<file path="src/smr_pkg.sv">
package smr_pkg;
    // clock rate of the block
    localparam int unsigned CLK_HZ = 25_000_000;
    localparam int unsigned CLK_PER_US = CLK_HZ / 1_000_000;

    // times in microseconds; the figures without a documented value are plain defaults
    localparam int unsigned EXIT_DEGLITCH_US = 1_000;
    localparam int unsigned RESET_QUALIFY_US = 10_000;
    localparam int unsigned RESET_OFF_US = 250_000;
    localparam int unsigned DISABLE_DELAY_US = 10_000;
    localparam int unsigned ALERT_PULSE_US = 256;
    localparam int unsigned BLINK_HZ = 1;

    // derived cycle counts (exact products, nothing to round)
    localparam int unsigned EXIT_DEGLITCH_CYC = EXIT_DEGLITCH_US * CLK_PER_US;
    localparam int unsigned RESET_QUALIFY_CYC = RESET_QUALIFY_US * CLK_PER_US;
    localparam int unsigned RESET_OFF_CYC = RESET_OFF_US * CLK_PER_US;
    localparam int unsigned DISABLE_DELAY_CYC = DISABLE_DELAY_US * CLK_PER_US;
    localparam int unsigned ALERT_PULSE_CYC = ALERT_PULSE_US * CLK_PER_US;
    localparam int unsigned BLINK_HALF_CYC = CLK_HZ / (2 * BLINK_HZ);

    // register offsets (byte addresses, one word each)
    localparam logic [7:0] OFS_CTRL = 8'h00;
    localparam logic [7:0] OFS_FAULT = 8'h04;
    localparam logic [7:0] OFS_STATUS = 8'h08;
    localparam logic [7:0] OFS_STATE = 8'h0c;

    // control register layout: bits 7:0 are the struct, bit 8 is a write-only reset
    localparam int unsigned REG_RESET_BIT = 8;
    localparam logic [7:0] CTRL_RST = 8'h10;

    typedef struct packed {
        logic dpm_alert_mask;               // bit 7
        logic boost_enable;                 // bit 6
        logic input_high_impedance_request; // bit 5
        logic system_reset_enable;          // bit 4
        logic reset_with_input_select;      // bit 3
        logic ship_with_input_select;       // bit 2
        logic disable_delay_select;         // bit 1
        logic battery_switch_disable;       // bit 0
    } smr_ctrl_t;

    // comparator results and charger status from the analog side
    typedef struct packed {
        logic adapter_present;
        logic above_uvlo;
        logic above_battery;
        logic below_overvoltage;
        logic not_poor_source;
        logic source_detect_done;
        logic direct_path_overcurrent;
        logic over_accessory_limit;
        logic rail_above_poor_source;
        logic rail_below_overvoltage;
        logic boost_exit_cause;
        logic charging;
        logic terminated;
        logic suspend_fault;
        logic topoff_start;
        logic topoff_expire;
        logic [1:0] dpm_active;
        logic [7:0] fault_flags;
        logic [2:0] status_flags;
    } smr_sense_t;
endpackage : smr_pkg

</file>
<file path="src/smr_top.sv">
// The address-and-strobe port and the register offsets were left to the implementer.
`timescale 1ns/1ps
// Operation
// - disable bit opens switch, now or delayed
// - with adapter, ship-with-input then disable opens switch, ship on removal
// - ship exit on plug, clear, reset, button
// - button exit sets hiz request; plug clears
// - system reset needs enable set, disable clear
// - completed system reset restores power-on defaults
// - qualified button low opens switch off-time
// - reset-with-input: hiz first, then power cycle
// - otherwise reset waits for adapter removal
// - power up after reset only without hiz
// - power good flag is AND of conditions
// - indicator low while charging, released otherwise
// - indicator blinks 1 Hz during charge suspend
// - an event with no alert running gives one 256 us alert
// - alert sources: input, removal, detect, faults
// - fault and status latched until host reads
// - pending latched ones suppress further fault and status alerts
// - first read old state, second read present
// - accessory valid rises on good adapter input
// - accessory valid drops on overcurrent, overvoltage
// - accessory valid low before boost starts
// - boost: valid follows rail window, exit causes
module smr_top import smr_pkg::*; #(
    parameter int unsigned EXIT_CYC = EXIT_DEGLITCH_CYC,
    parameter int unsigned QUAL_CYC = RESET_QUALIFY_CYC,
    parameter int unsigned OFF_CYC = RESET_OFF_CYC,
    parameter int unsigned DLY_CYC = DISABLE_DELAY_CYC,
    parameter int unsigned ALERT_CYC = ALERT_PULSE_CYC,
    parameter int unsigned BLINK_CYC = BLINK_HALF_CYC
) (
    input wire logic REF_CLK_I,
    input wire logic SRST_I,
    input wire logic [7:0] ADDR_I,
    input wire logic [31:0] WR_DATA_I,
    input wire logic WR_I,
    input wire logic RD_I,
    output logic [31:0] RD_DATA_O,
    input wire logic PUSH_BUTTON_N_I,
    input wire smr_sense_t SENSE_I,
    output logic BATTERY_SWITCH_ON_O,
    output logic HIZ_MODE_O,
    output logic BOOST_ENABLE_O,
    output logic CHARGE_IND_O,
    output logic CHARGE_IND_OE_O,
    output logic HOST_ALERT_N_O,
    output logic ACCESSORY_POWER_VALID_O
);
    typedef enum logic [2:0] {
        ST_ON, ST_DELAY, ST_OPEN_ADP, ST_SHIP, ST_RST_WAIT, ST_RST_HIZ, ST_RST_OFF, ST_HOLD
    } smr_state_t;

    // two-stage synchronisers; stage one is read only by stage two
    smr_sense_t s_meta_r, s_r, s_prev_r;
    logic btn_meta_r, btn_r;
    smr_state_t state_r, state_nxt;
    smr_ctrl_t ctrl_r, ctrl_nxt;
    logic [31:0] btn_cnt_r, tmr_r, blink_cnt_r, alert_cnt_r, alert_cnt_nxt;
    logic blink_r;
    logic hiz_at_start_r;   // hiz request seen when the reset began
    logic pg_r, boost_r, boost_nxt, apv_nxt, ind_oe_nxt;
    logic [7:0] fault_lat_r;
    logic [2:0] stat_lat_r;
    logic sw_on_r, hiz_r, alert_n_r, ind_oe_r, apv_r;
    logic [31:0] rd_data_r;

    // synchronise the sense inputs and the push-button pin; bus and SRST_I are used as they come
    always_ff @(posedge REF_CLK_I) begin
        s_meta_r <= SENSE_I;
        s_r <= s_meta_r;
        s_prev_r <= s_r;
        btn_meta_r <= PUSH_BUTTON_N_I;
        btn_r <= btn_meta_r;
    end

    // bus decode
    wire wr_ctrl = WR_I && (ADDR_I == OFS_CTRL);
    wire rd_fault = RD_I && (ADDR_I == OFS_FAULT);
    wire rd_status = RD_I && (ADDR_I == OFS_STATUS);
    wire reg_reset_wr = wr_ctrl && WR_DATA_I[REG_RESET_BIT];

    // button low-time counter, saturating at the qualify count
    wire btn_low = !btn_r;
    wire exit_evt = btn_low && (btn_cnt_r == EXIT_CYC - 1);
    wire qual_evt = btn_low && (btn_cnt_r == QUAL_CYC - 1);
    always_ff @(posedge REF_CLK_I) begin
        if (SRST_I || !btn_low) begin
            btn_cnt_r <= 32'h0;
        end else if (btn_cnt_r < QUAL_CYC) begin
            btn_cnt_r <= btn_cnt_r + 32'h1;
        end
    end

    // event decode
    wire adp = s_r.adapter_present;
    wire adp_rise = adp && !s_prev_r.adapter_present;
    wire adp_fall = !adp && s_prev_r.adapter_present;
    wire dis = ctrl_r.battery_switch_disable;
    wire rst_en = ctrl_r.system_reset_enable && !dis;
    wire rst_go = qual_evt && rst_en;
    wire rst_now = ctrl_r.reset_with_input_select || !adp;
    wire open_go = !adp || ctrl_r.ship_with_input_select;
    wire [2:0] open_tgt = adp ? ST_OPEN_ADP : ST_SHIP;  // full state code, one bit would alias
    wire ship_exit = (state_r == ST_SHIP) && (adp_rise || !dis || exit_evt);
    wire hold_exit = (state_r == ST_HOLD) && (adp_rise || exit_evt);
    wire btn_exit = ((state_r == ST_SHIP) || (state_r == ST_HOLD)) && exit_evt;
    wire tmr_dly_done = tmr_r >= DLY_CYC - 1;
    wire tmr_off_done = tmr_r >= OFF_CYC - 1;
    wire reset_done = (state_r == ST_RST_OFF) && tmr_off_done;
    wire soft_reset = reg_reset_wr || reset_done;

    // battery switch sequencer
    always_comb begin
        state_nxt = state_r;
        case (state_r)
            ST_ON: begin
                if (dis && ctrl_r.disable_delay_select) begin
                    state_nxt = ST_DELAY;
                end else if (dis && open_go) begin
                    state_nxt = smr_state_t'(open_tgt);
                end else if (rst_go) begin
                    state_nxt = rst_now ? ST_RST_HIZ : ST_RST_WAIT;
                end
            end
            ST_DELAY: begin
                if (!dis) begin
                    state_nxt = ST_ON;
                end else if (tmr_dly_done && open_go) begin
                    state_nxt = smr_state_t'(open_tgt);
                end
            end
            // switch already open, ship mode follows adapter removal
            ST_OPEN_ADP: begin
                if (!dis) begin
                    state_nxt = ST_ON;
                end else if (!adp) begin
                    state_nxt = ST_SHIP;
                end
            end
            ST_SHIP: state_nxt = ship_exit ? ST_ON : ST_SHIP;
            // button qualified, adapter still attached
            ST_RST_WAIT: begin
                if (!btn_low || !rst_en) begin
                    state_nxt = ST_ON;
                end else if (!adp) begin
                    state_nxt = ST_RST_HIZ;
                end
            end
            ST_RST_HIZ: state_nxt = ST_RST_OFF;
            ST_RST_OFF: begin
                if (tmr_off_done) begin
                    state_nxt = hiz_at_start_r ? ST_HOLD : ST_ON;
                end
            end
            ST_HOLD: state_nxt = hold_exit ? ST_ON : ST_HOLD;
            default: state_nxt = ST_ON;
        endcase
    end

    // control register; hardware set of hiz wins over any clear but a soft reset
    always_comb begin
        ctrl_nxt = ctrl_r;
        if (wr_ctrl) begin
            ctrl_nxt = smr_ctrl_t'(WR_DATA_I[7:0]);
        end
        if (ship_exit || hold_exit) begin
            ctrl_nxt.battery_switch_disable = 1'b0;  // keeps the exit from re-entering
        end
        if (adp_rise) begin
            ctrl_nxt.input_high_impedance_request = 1'b0;
        end
        if (btn_exit) begin
            ctrl_nxt.input_high_impedance_request = 1'b1;
        end
        if (soft_reset) begin
            ctrl_nxt = smr_ctrl_t'(CTRL_RST);
        end
    end

    // state, control and state timer
    always_ff @(posedge REF_CLK_I) begin
        if (SRST_I) begin
            state_r <= ST_ON;
            ctrl_r <= smr_ctrl_t'(CTRL_RST);
            tmr_r <= 32'h0;
        end else begin
            state_r <= state_nxt;
            ctrl_r <= ctrl_nxt;
            tmr_r <= (state_nxt != state_r) ? 32'h0 : tmr_r + 32'h1;
        end
    end

    // remember hiz request at reset start
    always_ff @(posedge REF_CLK_I) begin
        if (SRST_I) begin
            hiz_at_start_r <= 1'b0;
        end else if (state_nxt == ST_RST_HIZ && state_r != ST_RST_HIZ) begin
            hiz_at_start_r <= ctrl_r.input_high_impedance_request;
        end
    end

    // free-running blink divider
    always_ff @(posedge REF_CLK_I) begin
        if (SRST_I) begin
            blink_cnt_r <= 32'h0;
            blink_r <= 1'b0;
        end else if (blink_cnt_r >= BLINK_CYC - 1) begin
            blink_cnt_r <= 32'h0;
            blink_r <= !blink_r;
        end else begin
            blink_cnt_r <= blink_cnt_r + 32'h1;
        end
    end

    // latched fault and status; a read reloads the present value
    wire fault_chg = s_r.fault_flags != s_prev_r.fault_flags;
    wire stat_chg = s_r.status_flags != s_prev_r.status_flags;
    wire pend = |{fault_lat_r, stat_lat_r};
    wire fs_evt = (fault_chg || stat_chg) && !pend;
    always_ff @(posedge REF_CLK_I) begin
        if (SRST_I || soft_reset) begin
            fault_lat_r <= 8'h0;
            stat_lat_r <= 3'h0;
        end else begin
            if (fs_evt || rd_fault) begin
                fault_lat_r <= s_r.fault_flags;
            end
            if (fs_evt || rd_status) begin
                stat_lat_r <= s_r.status_flags;
            end
        end
    end

    // alert sources; overlapping events merge into the running pulse
    wire pg_nxt = s_r.above_uvlo && s_r.above_battery && s_r.below_overvoltage
                  && s_r.not_poor_source && s_r.source_detect_done;
    wire dpm_rise = |(s_r.dpm_active & ~s_prev_r.dpm_active);
    wire alert_trig = (pg_nxt && !pg_r) || adp_fall
                      || (s_r.source_detect_done && !s_prev_r.source_detect_done)
                      || (s_r.terminated && !s_prev_r.terminated)
                      || (dpm_rise && !ctrl_r.dpm_alert_mask)
                      || (s_r.topoff_start && !s_prev_r.topoff_start)
                      || (s_r.topoff_expire && !s_prev_r.topoff_expire)
                      || fs_evt;
    assign alert_cnt_nxt = (alert_cnt_r != 32'h0) ? alert_cnt_r - 32'h1 :
                           alert_trig ? ALERT_CYC : 32'h0;

    // accessory valid and boost; valid falls a cycle before boost may rise
    always_comb begin
        if (boost_r) begin
            apv_nxt = s_r.rail_above_poor_source && s_r.rail_below_overvoltage
                      && !s_r.boost_exit_cause;
        end else begin
            apv_nxt = adp && s_r.above_battery && s_r.below_overvoltage
                      && s_r.not_poor_source && !s_r.direct_path_overcurrent
                      && !s_r.over_accessory_limit;
        end
        boost_nxt = ctrl_r.boost_enable && !adp && !ctrl_r.input_high_impedance_request
                    && sw_on_r && !s_r.boost_exit_cause && (boost_r || !apv_r);
    end

    // charge indicator, pulled low while driven; suspend blink has priority
    assign ind_oe_nxt = s_r.suspend_fault ? blink_r
                        : (s_r.charging && !s_r.terminated && !boost_r);

    // read mux
    wire [31:0] rd_mux = (ADDR_I == OFS_CTRL) ? {24'h0, ctrl_r} :
                         (ADDR_I == OFS_FAULT) ? {24'h0, fault_lat_r} :
                         (ADDR_I == OFS_STATUS) ? {25'h0, stat_lat_r, 1'b0, pg_r,
                                                   s_r.dpm_active} :
                         (ADDR_I == OFS_STATE) ? {25'h0, apv_r, boost_r, hiz_r,
                                                  state_r == ST_SHIP, sw_on_r,
                                                  state_r == ST_RST_OFF, 1'b0} :
                         32'h0;

    // output flops
    always_ff @(posedge REF_CLK_I) begin
        if (SRST_I) begin
            sw_on_r <= 1'b1;
            hiz_r <= 1'b0;
            pg_r <= 1'b0;
            boost_r <= 1'b0;
            apv_r <= 1'b0;
            ind_oe_r <= 1'b0;
            alert_cnt_r <= 32'h0;
            alert_n_r <= 1'b1;
            rd_data_r <= 32'h0;
        end else begin
            sw_on_r <= !(state_nxt inside {ST_OPEN_ADP, ST_SHIP, ST_RST_OFF, ST_HOLD});
            hiz_r <= ctrl_nxt.input_high_impedance_request
                     || (state_nxt inside {ST_RST_HIZ, ST_RST_OFF});
            pg_r <= pg_nxt;
            boost_r <= boost_nxt;
            apv_r <= apv_nxt;
            ind_oe_r <= ind_oe_nxt;
            alert_cnt_r <= alert_cnt_nxt;
            alert_n_r <= (alert_cnt_nxt == 32'h0);
            rd_data_r <= RD_I ? rd_mux : 32'h0;
        end
    end

    assign BATTERY_SWITCH_ON_O = sw_on_r;
    assign HIZ_MODE_O = hiz_r;
    assign BOOST_ENABLE_O = boost_r;
    assign CHARGE_IND_O = 1'b0;  // open drain: only the enable moves
    assign CHARGE_IND_OE_O = ind_oe_r;
    assign HOST_ALERT_N_O = alert_n_r;
    assign ACCESSORY_POWER_VALID_O = apv_r;
    assign RD_DATA_O = rd_data_r;

    // helper: length of the current alert low phase
    logic [31:0] low_len_r;
    always_ff @(posedge REF_CLK_I) begin
        if (SRST_I || alert_n_r) begin
            low_len_r <= 32'h0;
        end else begin
            low_len_r <= low_len_r + 32'h1;
        end
    end
endmodule : smr_top

</file>
<file path="config.mk">
export PLATFORM = sky130hd
export DESIGN_NAME = smr_top
export DESIGN_NICKNAME = d
export VERILOG_FILES = /design/src/smr_pkg.sv /design/src/smr_top.sv
export SDC_FILE = /design/constraint.sdc
export NUM_CORES = 1
export LEC_CHECK = 0
export ABC_CLOCK_PERIOD_IN_PS = 3700
export BUFFER_PORTS_ARGS = -buffer_cell sky130_fd_sc_hd__buf_2
export CORE_MARGIN = 8
export CORE_UTILIZATION = 35
export DETAILED_ROUTE_END_ITERATION = 10
export PLACE_DENSITY = 0.62
export SKIP_LAST_GASP = 1
export SYNTH_ARGS = -nofsm -noshare
export SYNTH_HDL_FRONTEND = slang
export SYNTH_SLANG_ARGS = --single-unit
</file>
<file path="constraint.sdc">
create_clock -name REF_CLK_I -period 3.7 [get_ports REF_CLK_I]
set_input_delay 0.555 -clock REF_CLK_I [delete_from_list [all_inputs] [get_ports REF_CLK_I]]
set_output_delay 0.555 -clock REF_CLK_I [all_outputs]
set_load 0.02 [all_outputs]
</file>
; ---- Word level (Yosys, flattened, before mapping)
; Cells that the tools add are included.
[totals]
out_inout_bits = 39
input_bits = 74
register_bits = 269
wordCells = 236
[op_classes]
n_bitwise = 3
n_addsub = 4
order_cmp = 4
n_mux = 29
n_eq_ne = 21
n_reduce_logical = 101
[ops]
columns = op, count
row1 = 32-bit by 1-bit adder with 32-bit output (second input constant), 3
row2 = 1-bit logical AND, 43
row3 = 3-bit 2-to-1 mux, 12
row4 = 32-bit by 15-bit == test with 1-bit output (second input constant), 1
row5 = 32-bit by 18-bit == test with 1-bit output (second input constant), 1
row6 = 32-bit by 18-bit greater-or-equal comparator with 1-bit output (second input constant), 1
row7 = 32-bit by 23-bit greater-or-equal comparator with 1-bit output (second input constant), 1
row8 = 32-bit by 24-bit greater-or-equal comparator with 1-bit output (second input constant), 1
row9 = 32-bit zero test, 1
row10 = 32-bit by 18-bit less-than comparator with 1-bit output (second input constant), 1
row11 = 32-bit 2-to-1 mux, 1
row12 = 32-bit nonzero test, 1
row13 = 32-bit by 1-bit subtractor with 32-bit output (second input constant), 1
row14 = 3-bit case mux with 8 select lines, 1
row15 = 1-bit logical OR, 23
row16 = 3-bit == test (second input constant), 7
row17 = 1-bit zero test, 21
row18 = 8-bit by 4-bit == test with 1-bit output (second input constant), 2
row19 = 8-bit 2-to-1 mux, 2
row20 = 7-bit 2-to-1 mux, 2
row21 = 13-bit 2-to-1 mux, 1
row22 = 3-bit by 2-bit == test with 1-bit output (second input constant), 4
row23 = 6-bit 2-to-1 mux, 2
row24 = 11-bit OR reduction, 1
row25 = other kinds (17), 28

; ---- Logic depth before layout (Yosys ltp)
; Gate-level depths: netlist (run 1).
[logic_depth]
depth_word = 15
depth_mapped = 10
mapped_depth_nobuf = 9

; ---- Least setup slack after synthesis (run 1)
; OpenSTA, ideal clock, no wires.
[synth_timing]
path_type = register to register
startpoint = reg tmr_r[18]
endpoint = reg tmr_r[10]
stages_incl_launch_ff = 9
n_path_buf = 1
t_required_ns = 3.627
setup_slack_ns = 1.251
arrival_ns = 2.376
period_less_slack_ns = 2.449
setup_time_ns = 0.073
cell_sequence = dfxtp_1 -> nand3_2 -> or3_1 -> o311a_1 -> o21a_1 -> o31a_1 -> a211o_4 -> buf_6 -> nor3_2
[synth_between]
elab_chain_cells = 7
elab_cells_between_ends = 9
classes_between = order compare: 2 / eq/ne: 1 / mux: 4 / reduce/logical: 2
[synth_lines]
columns = item, line
row1 = "start, declared", smr_top.sv:60  ; logic [31:0] btn_cnt_r, tmr_r, blink_cnt_r, alert_cnt_r, alert_cnt_nxt;
row2 = "start signal, assigned", smr_top.sv:191  ; tmr_r <= (state_nxt != state_r) ? 32'h0 : tmr_r + 32'h1;
row3 = 32-bit by 18-bit greater-or-equal comparator with 1-bit output, smr_top.sv:109  ; wire tmr_dly_done = tmr_r >= DLY_CYC - 1;
row4 = 1-bit logical AND, smr_top.sv:130  ; end else if (tmr_dly_done && open_go) begin
row5 = 3-bit 2-to-1 mux, smr_top.sv:130
row6 = 3-bit 2-to-1 mux, smr_top.sv:128  ; if (!dis) begin
row7 = 3-bit case mux with 8 select lines (*), smr_top.sv:117  ; case (state_r)
row8 = 3-bit != test (*), smr_top.sv:191
row9 = 2-bit OR reduction (no line) (*), n/a
; Every way passes the cells marked *; elsewhere a longest branch is shown, timed or not.
; A chain may end at the register's enable or synchronous reset.

; ---- Final worst setup path (run 1)
[layout_timing]
startpoint = reg btn_cnt_r[22]
endpoint = reg tmr_r[28]
[layout_between]
elab_chain_cells = 9
elab_cells_between_ends = 17
classes_between = eq/ne: 3 / mux: 6 / reduce/logical: 8
[layout_lines]
columns = item, line
row1 = "start, declared", smr_top.sv:60
row2 = "start signal, assigned", smr_top.sv:92  ; btn_cnt_r <= btn_cnt_r + 32'h1;
row3 = 32-bit by 18-bit == test with 1-bit output, smr_top.sv:87  ; wire qual_evt = btn_low && (btn_cnt_r == QUAL_CYC - 1);
row4 = 1-bit logical AND, smr_top.sv:87
row5 = 1-bit logical AND, smr_top.sv:102  ; wire rst_go = qual_evt && rst_en;
row6 = 3-bit 2-to-1 mux, smr_top.sv:123  ; end else if (rst_go) begin
row7 = 3-bit 2-to-1 mux, smr_top.sv:121  ; end else if (dis && open_go) begin
row8 = 3-bit 2-to-1 mux, smr_top.sv:119  ; if (dis && ctrl_r.disable_delay_select) begin
row9 = 3-bit case mux with 8 select lines (*), smr_top.sv:117
row10 = 3-bit != test (*), smr_top.sv:191
row11 = 2-bit OR reduction (no line) (*), n/a
; Marks and branches as above.

==> reports/qor.txt, run 1 <==
Ant diodes -> 0
Total power draw -> 8.383 mW
Routed Antenna Nets -> 0
Non-filler cells, final -> 1502
# hold bufs at CTS -> 0
Critical Path AT -> 3410 ps
CTS max path bufs -> 3
CTS tree -> yes
Routed WL per cell -> 13.48 µm
Top-area cell type share of the netlist area -> 50.10%
Post-synth cell types -> 67
Reg clk slew, reported paths -> 60 ps
Main synth FF type -> dfxtp_1
Final Skew -> 22.04 ps
Peak VDD IR -> 416.6 µV
Final WL -> 20.25 mm
Vias per cell -> 4.784
Setup Viol. Count Final -> 0
Setup TNS -> 0 ps
GRT Util Overall -> 11.80%
Row Count -> 61
Number of synthesized flops with an enable pin -> 0
Port Buffer Count -> 64
Core Box Area -> 27630 µm²
Crit path kind -> flop to flop
Ys Warns -> 0
Die ar. -> 33580 µm²
Gr ovfl total -> 0
Sequential fraction of the synthesis area -> 50.10%
Setup repair bufs after CTS -> 0
Critical Path Sink Type -> flop
Clock tree root buffer cell -> clkbuf_16
Tcrit/Tclk final -> 81.28%
Filler Cell Count -> 2734
Syn Std Cell Area -> 9789 µm²
DP HPWL -> 14.41 mm
Via count -> 7185
Max Fclk -> 332.5 MHz
Layout Nets -> 1185
RSZ-0062 raised after global routing -> false
Worst-margin pin slew -> 816.1 ps
Critical-path cell list -> nor4_1 > nand4_1 > nor3_1 > o21ai_1 > o32ai_4 > xnor2_4 > buf_12 > nor3_2
Area leader, netlist -> dfxtp_1
Cell family with most CP delay -> simple AND/OR/NAND/NOR gates
Initial antenna violation count -> 0
Leakage power total -> 4.307 nW
TritonCTS Buffers -> 27
Syn_area_per_cell -> 9.504 µm²
H-tree depth -> 1
Vias in the first global route -> 6840
Critical path fanouts, max -> 22
Layout area overhead -> 16.35%
Remaining DRCs -> 0
Highest-delay cell along the critical path -> nor3_1
Pre-CTS WS -> 716.1 ps
Initial DRC count -> 475
Fin crit period -> 3007 ps
Ranking of synthesized cells by area -> dfxtp_1 50%, nor2_1 5.3%, xnor2_1 5.2%
Max_cap viols -> 0
CTS resizes -> 0
Io pins -> 113
Clock sink count -> 245
Min-Delay Path Class -> input port to flop
Setup ws final -> 692.6 ps
Clk Latency, worst-skew pair -> 540 ps
Overall die width -> 183.2 µm
Critical Path Start Type -> flop
Hold Fails Final Rpt -> 0
First-pass GRT wire length -> 33.55 mm
Power per cell area -> 736.0 nW/µm²
Max-slew violation count -> 0
Synth Register Bits -> 245
Data required, critical path -> 4110 ps
Die Span Y -> 183.2 µm
Mapped Cells -> 1030
Synth async-reset ratio -> 0%
Slew Limit Headroom -> 44.18%
Share of post-route cells with drive strength above 1 -> 14.15%
Placed cell count -> 1456
Worst path max stage delay -> 600 ps
Detailed Routing Iterations Pass 1 -> 5
CP bufs+invs -> 1
Post-route core utilization -> 41.22%
Largest net degree at the start of global routing -> 33
Final Wtd Congestion -> 0.8304
Status -> finished, final reports clean
Initial Util -> 35.43%
==> kinds of logic after synthesis <==
| logic type | after synthesis | synth area share [%] |
|---|---|---|
| other cells | 1 | 0.03831 |
| buf+inv | 90 | 4.780 |
| compound gates | 111 | 7.899 |
| simple gates | 455 | 25.19 |
| flops | 245 | 50.10 |
| mux | 24 | 2.454 |
| xor+xnor | 100 | 9.024 |
| fa+ha+maj | 4 | 0.5113 |
==> final cells by class <==
type	count	area (µm²)	share of cell area, %
sequential	245	4905	43.06
multi-input combinational	727	4548	39.93
clock buffer	35	745.7	6.547
tap	378	473.0	4.152
timing repair buffer	73	400.4	3.515
clock inverter	11	193.9	1.703
inverter	33	123.9	1.088
==> per-layer routing <==
metal  track usage [%]  vias up  part of all wire, %
met5                 0        -                    0
met4             3.351        0                  1.7
met3             2.058       30                  5.1
met2             20.14      146                   47
met1             15.09     3318                   46
li1                  -     3691                    -
==> worst register-to-register path: stages, from the launching register on <==
cell,delay (ps)
dfxtp_1,300
nor4_1,380
nand4_1,310
nor3_1,600
o21ai_1,210
o32ai_4,450
xnor2_4,280
buf_12,260
nor3_2,80
==> final timing paths <==
kind | startpoint | endpoint | slack, ps | cells past startpoint
max reg2reg | btn_cnt_r[22] | tmr_r[28] | 690 | 8
max | btn_cnt_r[22] | tmr_r[28] | 690 | 8
min reg2reg | s_meta_r[6] | s_r[6] | 320 | 0
min | SENSE_I[3] | s_meta_r[3] | 110 | 1
==> Yosys cell counts, types with 10 or more instances <==
library cell / count
a21oi_1: 23
and2_1: 19
and3_1: 12
buf_4: 28
clkbuf_1: 23
dfxtp_1: 245
inv_1: 33
mux2i_1: 24
nand2_1: 53
nand2b_1: 10
nand3_1: 32
nand4_1: 19
nor2_1: 138
nor3_1: 49
nor3_2: 30
nor4_1: 25
o21ai_0: 24
or3_1: 21
or4_1: 10
xnor2_1: 58
xor2_1: 41
==> cells in the final DEF (no fill, tap or decap), types with 19 or more instances in the layout <==
cell       count
clkbuf_16     27
nand2_1       53
buf_2         64
o21ai_0       24
xor2_1        41
dfxtp_1      245
inv_1         33
nor3_2        30
nor2_1       138
mux2i_1       24
a21oi_1       23
nand4_1       19
or3_1         21
nand3_1       32
conb_1        33
nor4_1        25
and2_1        19
xnor2_1       58
nor3_1        49
==> registers in the layout, summed over array words and instances, names as in the netlist, 3 cells and up <==
register	flops
fault_lat_r	8
btn_cnt_r	32
tmr_r	32
alert_cnt_r	32
s_r	28
blink_cnt_r	32
s_prev_r	18
RD_DATA_O	8
s_meta_r	29
ctrl_r	7
stat_lat_r	3
state_r	3
==> stage by stage <==
step,hold slack [ps],cell area (µm²)
2_1_floorplan,309.6,9910
3_3_place_gp,312.3,10450
3_5_place_dp,312.1,10450
4_1_cts,91.11,11390
5_1_grt,93.02,11390
6_report,111.5,11390
==> report_power, final <==
part	leakage, nW	internal (mW)	switching, mW	total (mW)
combinational	1.83	0.966	1.42	2.39
clock	0.463	1.76	1.04	2.81
sequential	2.01	2.90	0.287	3.19
total	4.31	5.63	2.75	8.38
Note: power is estimated with default switching activity, not from simulation.
==> inputs of run 2 (changes only) <==
- ABC_AREA: unset -> 1
- ABC_CLOCK_PERIOD_IN_PS: 3700 -> 3000
- clock period: 3.7 -> 3 ns (I/O delays scaled with it)
==> run 2 against run 1 <==
Against the previous run: total power is 31% higher; synthesized area is 7.9% higher; non-clock buffer count is 21 higher; first-iteration DRC count is 13% higher; flip-flop and latch count stayed put; global-route usage is 0.61 points higher; combinational power is 54% higher; clock skew is 1.1 ps lower; register-to-register slack worse by 100 ps; worst setup slack worse by 100 ps; cell count is 26% higher; clock power is 21% higher; critical endpoint is now tmr_r[0]; largest cell class unchanged; largest power group unchanged.
==> reports/qor.txt, run 2 <==
Die ar. -> 36000 µm² (+7.2%)
Initial DRC count -> 538 (+13%)
Worst R2R Setup Slack -> 590 ps (-100 ps)
Row Count -> 63 (+3.3%)
Share of power burned in registers -> 35.6% (-2.5 points)
Worst Hold Slack -> 22.68 ps (-88.79 ps)
Mux share of post-synthesis cell area -> 0% (-2.5 points)
Clock sink count -> 245 (unchanged)
Setup Viol. Count Final -> 0 (unchanged)
Ranking of synthesized cells by area -> dfxtp_1 46%, nand2_1 9.4%, nor2_1 7.8%
Pre-CTS WS -> 597.7 ps (-118.4 ps)
Remaining DRCs -> 0 (unchanged)
Largest net degree at the start of global routing -> 33 (unchanged)
Setup TNS -> 0 ps (unchanged)
Synth async-reset ratio -> 0% (unchanged)
Slew Limit Headroom -> 52.80% (+8.6 points)
Max-slew violation count -> 0 (unchanged)
Port Buffer Count -> 64 (unchanged)
Leakage power total -> 5.134 nW (+19%)
GRT Util Overall -> 12.41% (+0.61 points)
Critical Path Start Type -> flop
Worst R2R Start -> dis
Sequential fraction of the synthesis area -> 46.43% (-3.7 points)
Most frequent cells in the layout -> 265 x nand2_1, 245 x dfxtp_1, 219 x nor2_1, 157 x inv_1, 73 x nand3_1
Final Wtd Congestion -> 0.8367 (+0.76%)
Sw frac -> 37.49% (+4.7 points)
Critical Path Sink Type -> flop
Max Fclk -> 414.8 MHz (+25%)
Post-route core utilization -> 41.70% (+0.47 points)
Ant diodes -> 0 (unchanged)
CTS max path bufs -> 3 (unchanged)
Top-count cell post-synth -> nand2_1
Clk pwr share -> 30.9% (-2.6 points)
Mapped Cells -> 1373 (+33%)
CTS resizes -> 0 (unchanged)
Clock tree root buffer cell -> clkbuf_16
Core Box Area -> 29720 µm² (+7.6%)
Synth cell count leaders -> 265 x nand2_1, 245 x dfxtp_1, 219 x nor2_1, 157 x inv_1, 73 x nand3_1
Critical path fanouts, max -> 32 (+45%)
First-pass GRT wire length -> 38.52 mm (+15%)
Commonest non-fill, non-tap cell in the layout -> nand2_1
TritonCTS Buffers -> 26 (-3.7%)
Worst-margin pin slew -> 707.3 ps (-108.8 ps)
Initial antenna violation count -> 0 (unchanged)
Synth Register Bits -> 245 (unchanged)
Overall die width -> 189.7 µm (+3.5%)
CTS tree -> yes
Routed Antenna Nets -> 0 (unchanged)
Adder-cell area share of the yosys netlist -> 0.4738% (-0.037 points)
Data required, critical path -> 3390 ps (-720 ps)
DP Area -> 11260 µm² (+7.7%)
Hold_sp -> SENSE_I[22]
H-tree depth -> 1 (unchanged)
Cells on worst reg2reg path -> 15 (+7)
Fin crit period -> 2411 ps (-596.4 ps)
Part of the power in combinational logic -> 33.5% (+5.0 points)
Syn Std Cell Area -> 10560 µm² (+7.9%)
# hold bufs at CTS -> 18 (+18)
Worst flop-to-flop path endpoint -> tmr_r[0]
Min-Delay Path Class -> input port to flop
Synth Area in XOR/XNOR -> 4.394% (-4.6 points)
Setup ws final -> 589.0 ps (-103.6 ps)
Sw Pwr -> 4.115 mW (+50%)
Power Internal -> 6.862 mW (+22%)
Die Span Y -> 189.7 µm (+3.5%)
Area leader, netlist -> dfxtp_1
DP HPWL -> 16.85 mm (+17%)
Initial Util -> 35.55% (+0.12 points)
RSZ-0062 raised after global routing -> false
Tcrit/Tclk final -> 80.37% (-0.91 points)
Setup repair bufs after CTS -> 0 (unchanged)
Io pins -> 113 (unchanged)
Filler Cell Count -> 3029 (+11%)
Reg clk slew, reported paths -> 60 ps (about the same)
Finished Cell Area -> 12390 µm² (+8.8%)
Gr ovfl total -> 0 (unchanged)
Crit path kind -> flop to flop
Detailed Routing Iterations Pass 1 -> 5 (unchanged)
Post-synthesis compound-gate area fraction -> 6.739% (-1.2 points)
Post-synth cell types -> 49 (-27%)
Top-area cell type share of the netlist area -> 46.43% (-3.7 points)
Syn_area_per_cell -> 7.694 µm² (-19%)
Via count -> 8623 (+20%)
Ys Warns -> 0 (unchanged)
Peak VDD IR -> 589.0 µV (+41%)
Power per cell area -> 885.9 nW/µm² (+20%)
Hold Fails Final Rpt -> 0 (unchanged)
Hold Path End -> s_meta_r[22]
Clk Latency, worst-skew pair -> 540 ps (about the same)
Vias in the first global route -> 8358 (+22%)
Final WL -> 22.77 mm (+12%)
Share of post-route cells with drive strength above 1 -> 14.86% (+0.71 points)
Max_cap viols -> 0 (unchanged)
Number of synthesized flops with an enable pin -> 0 (unchanged)
Largest family of logic cells by synthesized area -> simple AND/OR/NAND/NOR gates
Vias per cell -> 4.560 (-4.7%)
Final Skew -> 20.93 ps (-1.109 ps)
Main synth FF type -> dfxtp_1
Layout area overhead -> 17.29%
Critical Path AT -> 2800 ps (-610 ps)
Layout Nets -> 1560 (+32%)
Status -> finished, final reports clean
Hold depth -> 1 (unchanged)
Post-synthesis simple-gate area fraction -> 32.80% (+7.6 points)
Routed WL per cell -> 12.04 µm (-11%)
==> run 2: changes by cell type in the layout (fill, tap and decap cells not counted), moves of 24 or more <==
cell | previous run | this run
nand3_1 | 32 | 73
inv_1 | 33 | 157
nor2_1 | 138 | 219
xnor2_1 | 58 | 20
nand2_1 | 53 | 265
a21oi_1 | 23 | 56
mux2i_1 | 24 | 0
==> run 2: cells by family after synthesis <==
group	after synthesis
compound gates	125
xor+xnor	53
fa+ha+maj	4
buf+inv	218
flops	245
other cells	1
simple gates	727
==> run 2: worst max path at each step <==
stage,end,start,cells after the start
3_3_place_gp,tmr_r[0],tmr_r[0],15
2_1_floorplan,HOST_ALERT_N_O,alert_cnt_r[0],11
6_report,tmr_r[0],dis,15
5_1_grt,tmr_r[31],dis,15
4_1_cts,HOST_ALERT_N_O,alert_cnt_r[0],11
3_5_place_dp,tmr_r[31],tmr_r[0],15
==> run 2: routing by layer <==
layer | wire length (µm) | vias to the layer above | part of all wire, % | GRT usage, %
met5 | 0 | - | 0 | 0
met4 | 396 | 0 | 1.7 | 3.157
met3 | 1182 | 28 | 5.2 | 2.142
met2 | 10530 | 178 | 46 | 21.55
met1 | 10660 | 3860 | 47 | 15.72
li1 | - | 4557 | - | -
==> run 2: through the flow <==
stage / power (mW) / cells
finish: 10.98 / 1891
CTS: 11.07 / 1888
global route: 11.76 / 1891
floorplan: 6.847 / 1405
global placement: 7.545 / 1823
detailed placement: 7.592 / 1823
==> run 2: layout make-up <==
type                    instances  area, µm²  share of cell area, %
flip-flops and latches        245       4905                  39.58
inverters                     173      649.4                  5.241
repair buffers                 94      610.6                  4.928
multi-input cells             942       4815                  38.86
clock buffers                  31      699.4                  5.645
clock inverters                16      224.0                  1.808
well taps                     390      488.0                  3.938
==> run 2: power by group through the flow <==
stage	sequential, mW	combinational (mW)	clock (mW)
finish	3.90	3.68	3.39
global route	3.96	4.19	3.62
CTS	3.90	3.68	3.49
detailed placement	3.96	3.63	0
global placement	3.96	3.59	0
floorplan	3.89	2.96	0
==> run 2: worst max-delay path, stage by stage (launching register included) <==
cell	delay (ps)
dfxtp_1	390
inv_2	140
nand2_1	60
nor2_1	240
nand2_1	90
nor2_1	140
nand2_1	90
nand2_1	60
nand2_1	40
nand2_1	50
nand2_1	110
nand2_1	120
nand2_1	90
nand3_4	60
buf_4	460
nor3_1	100
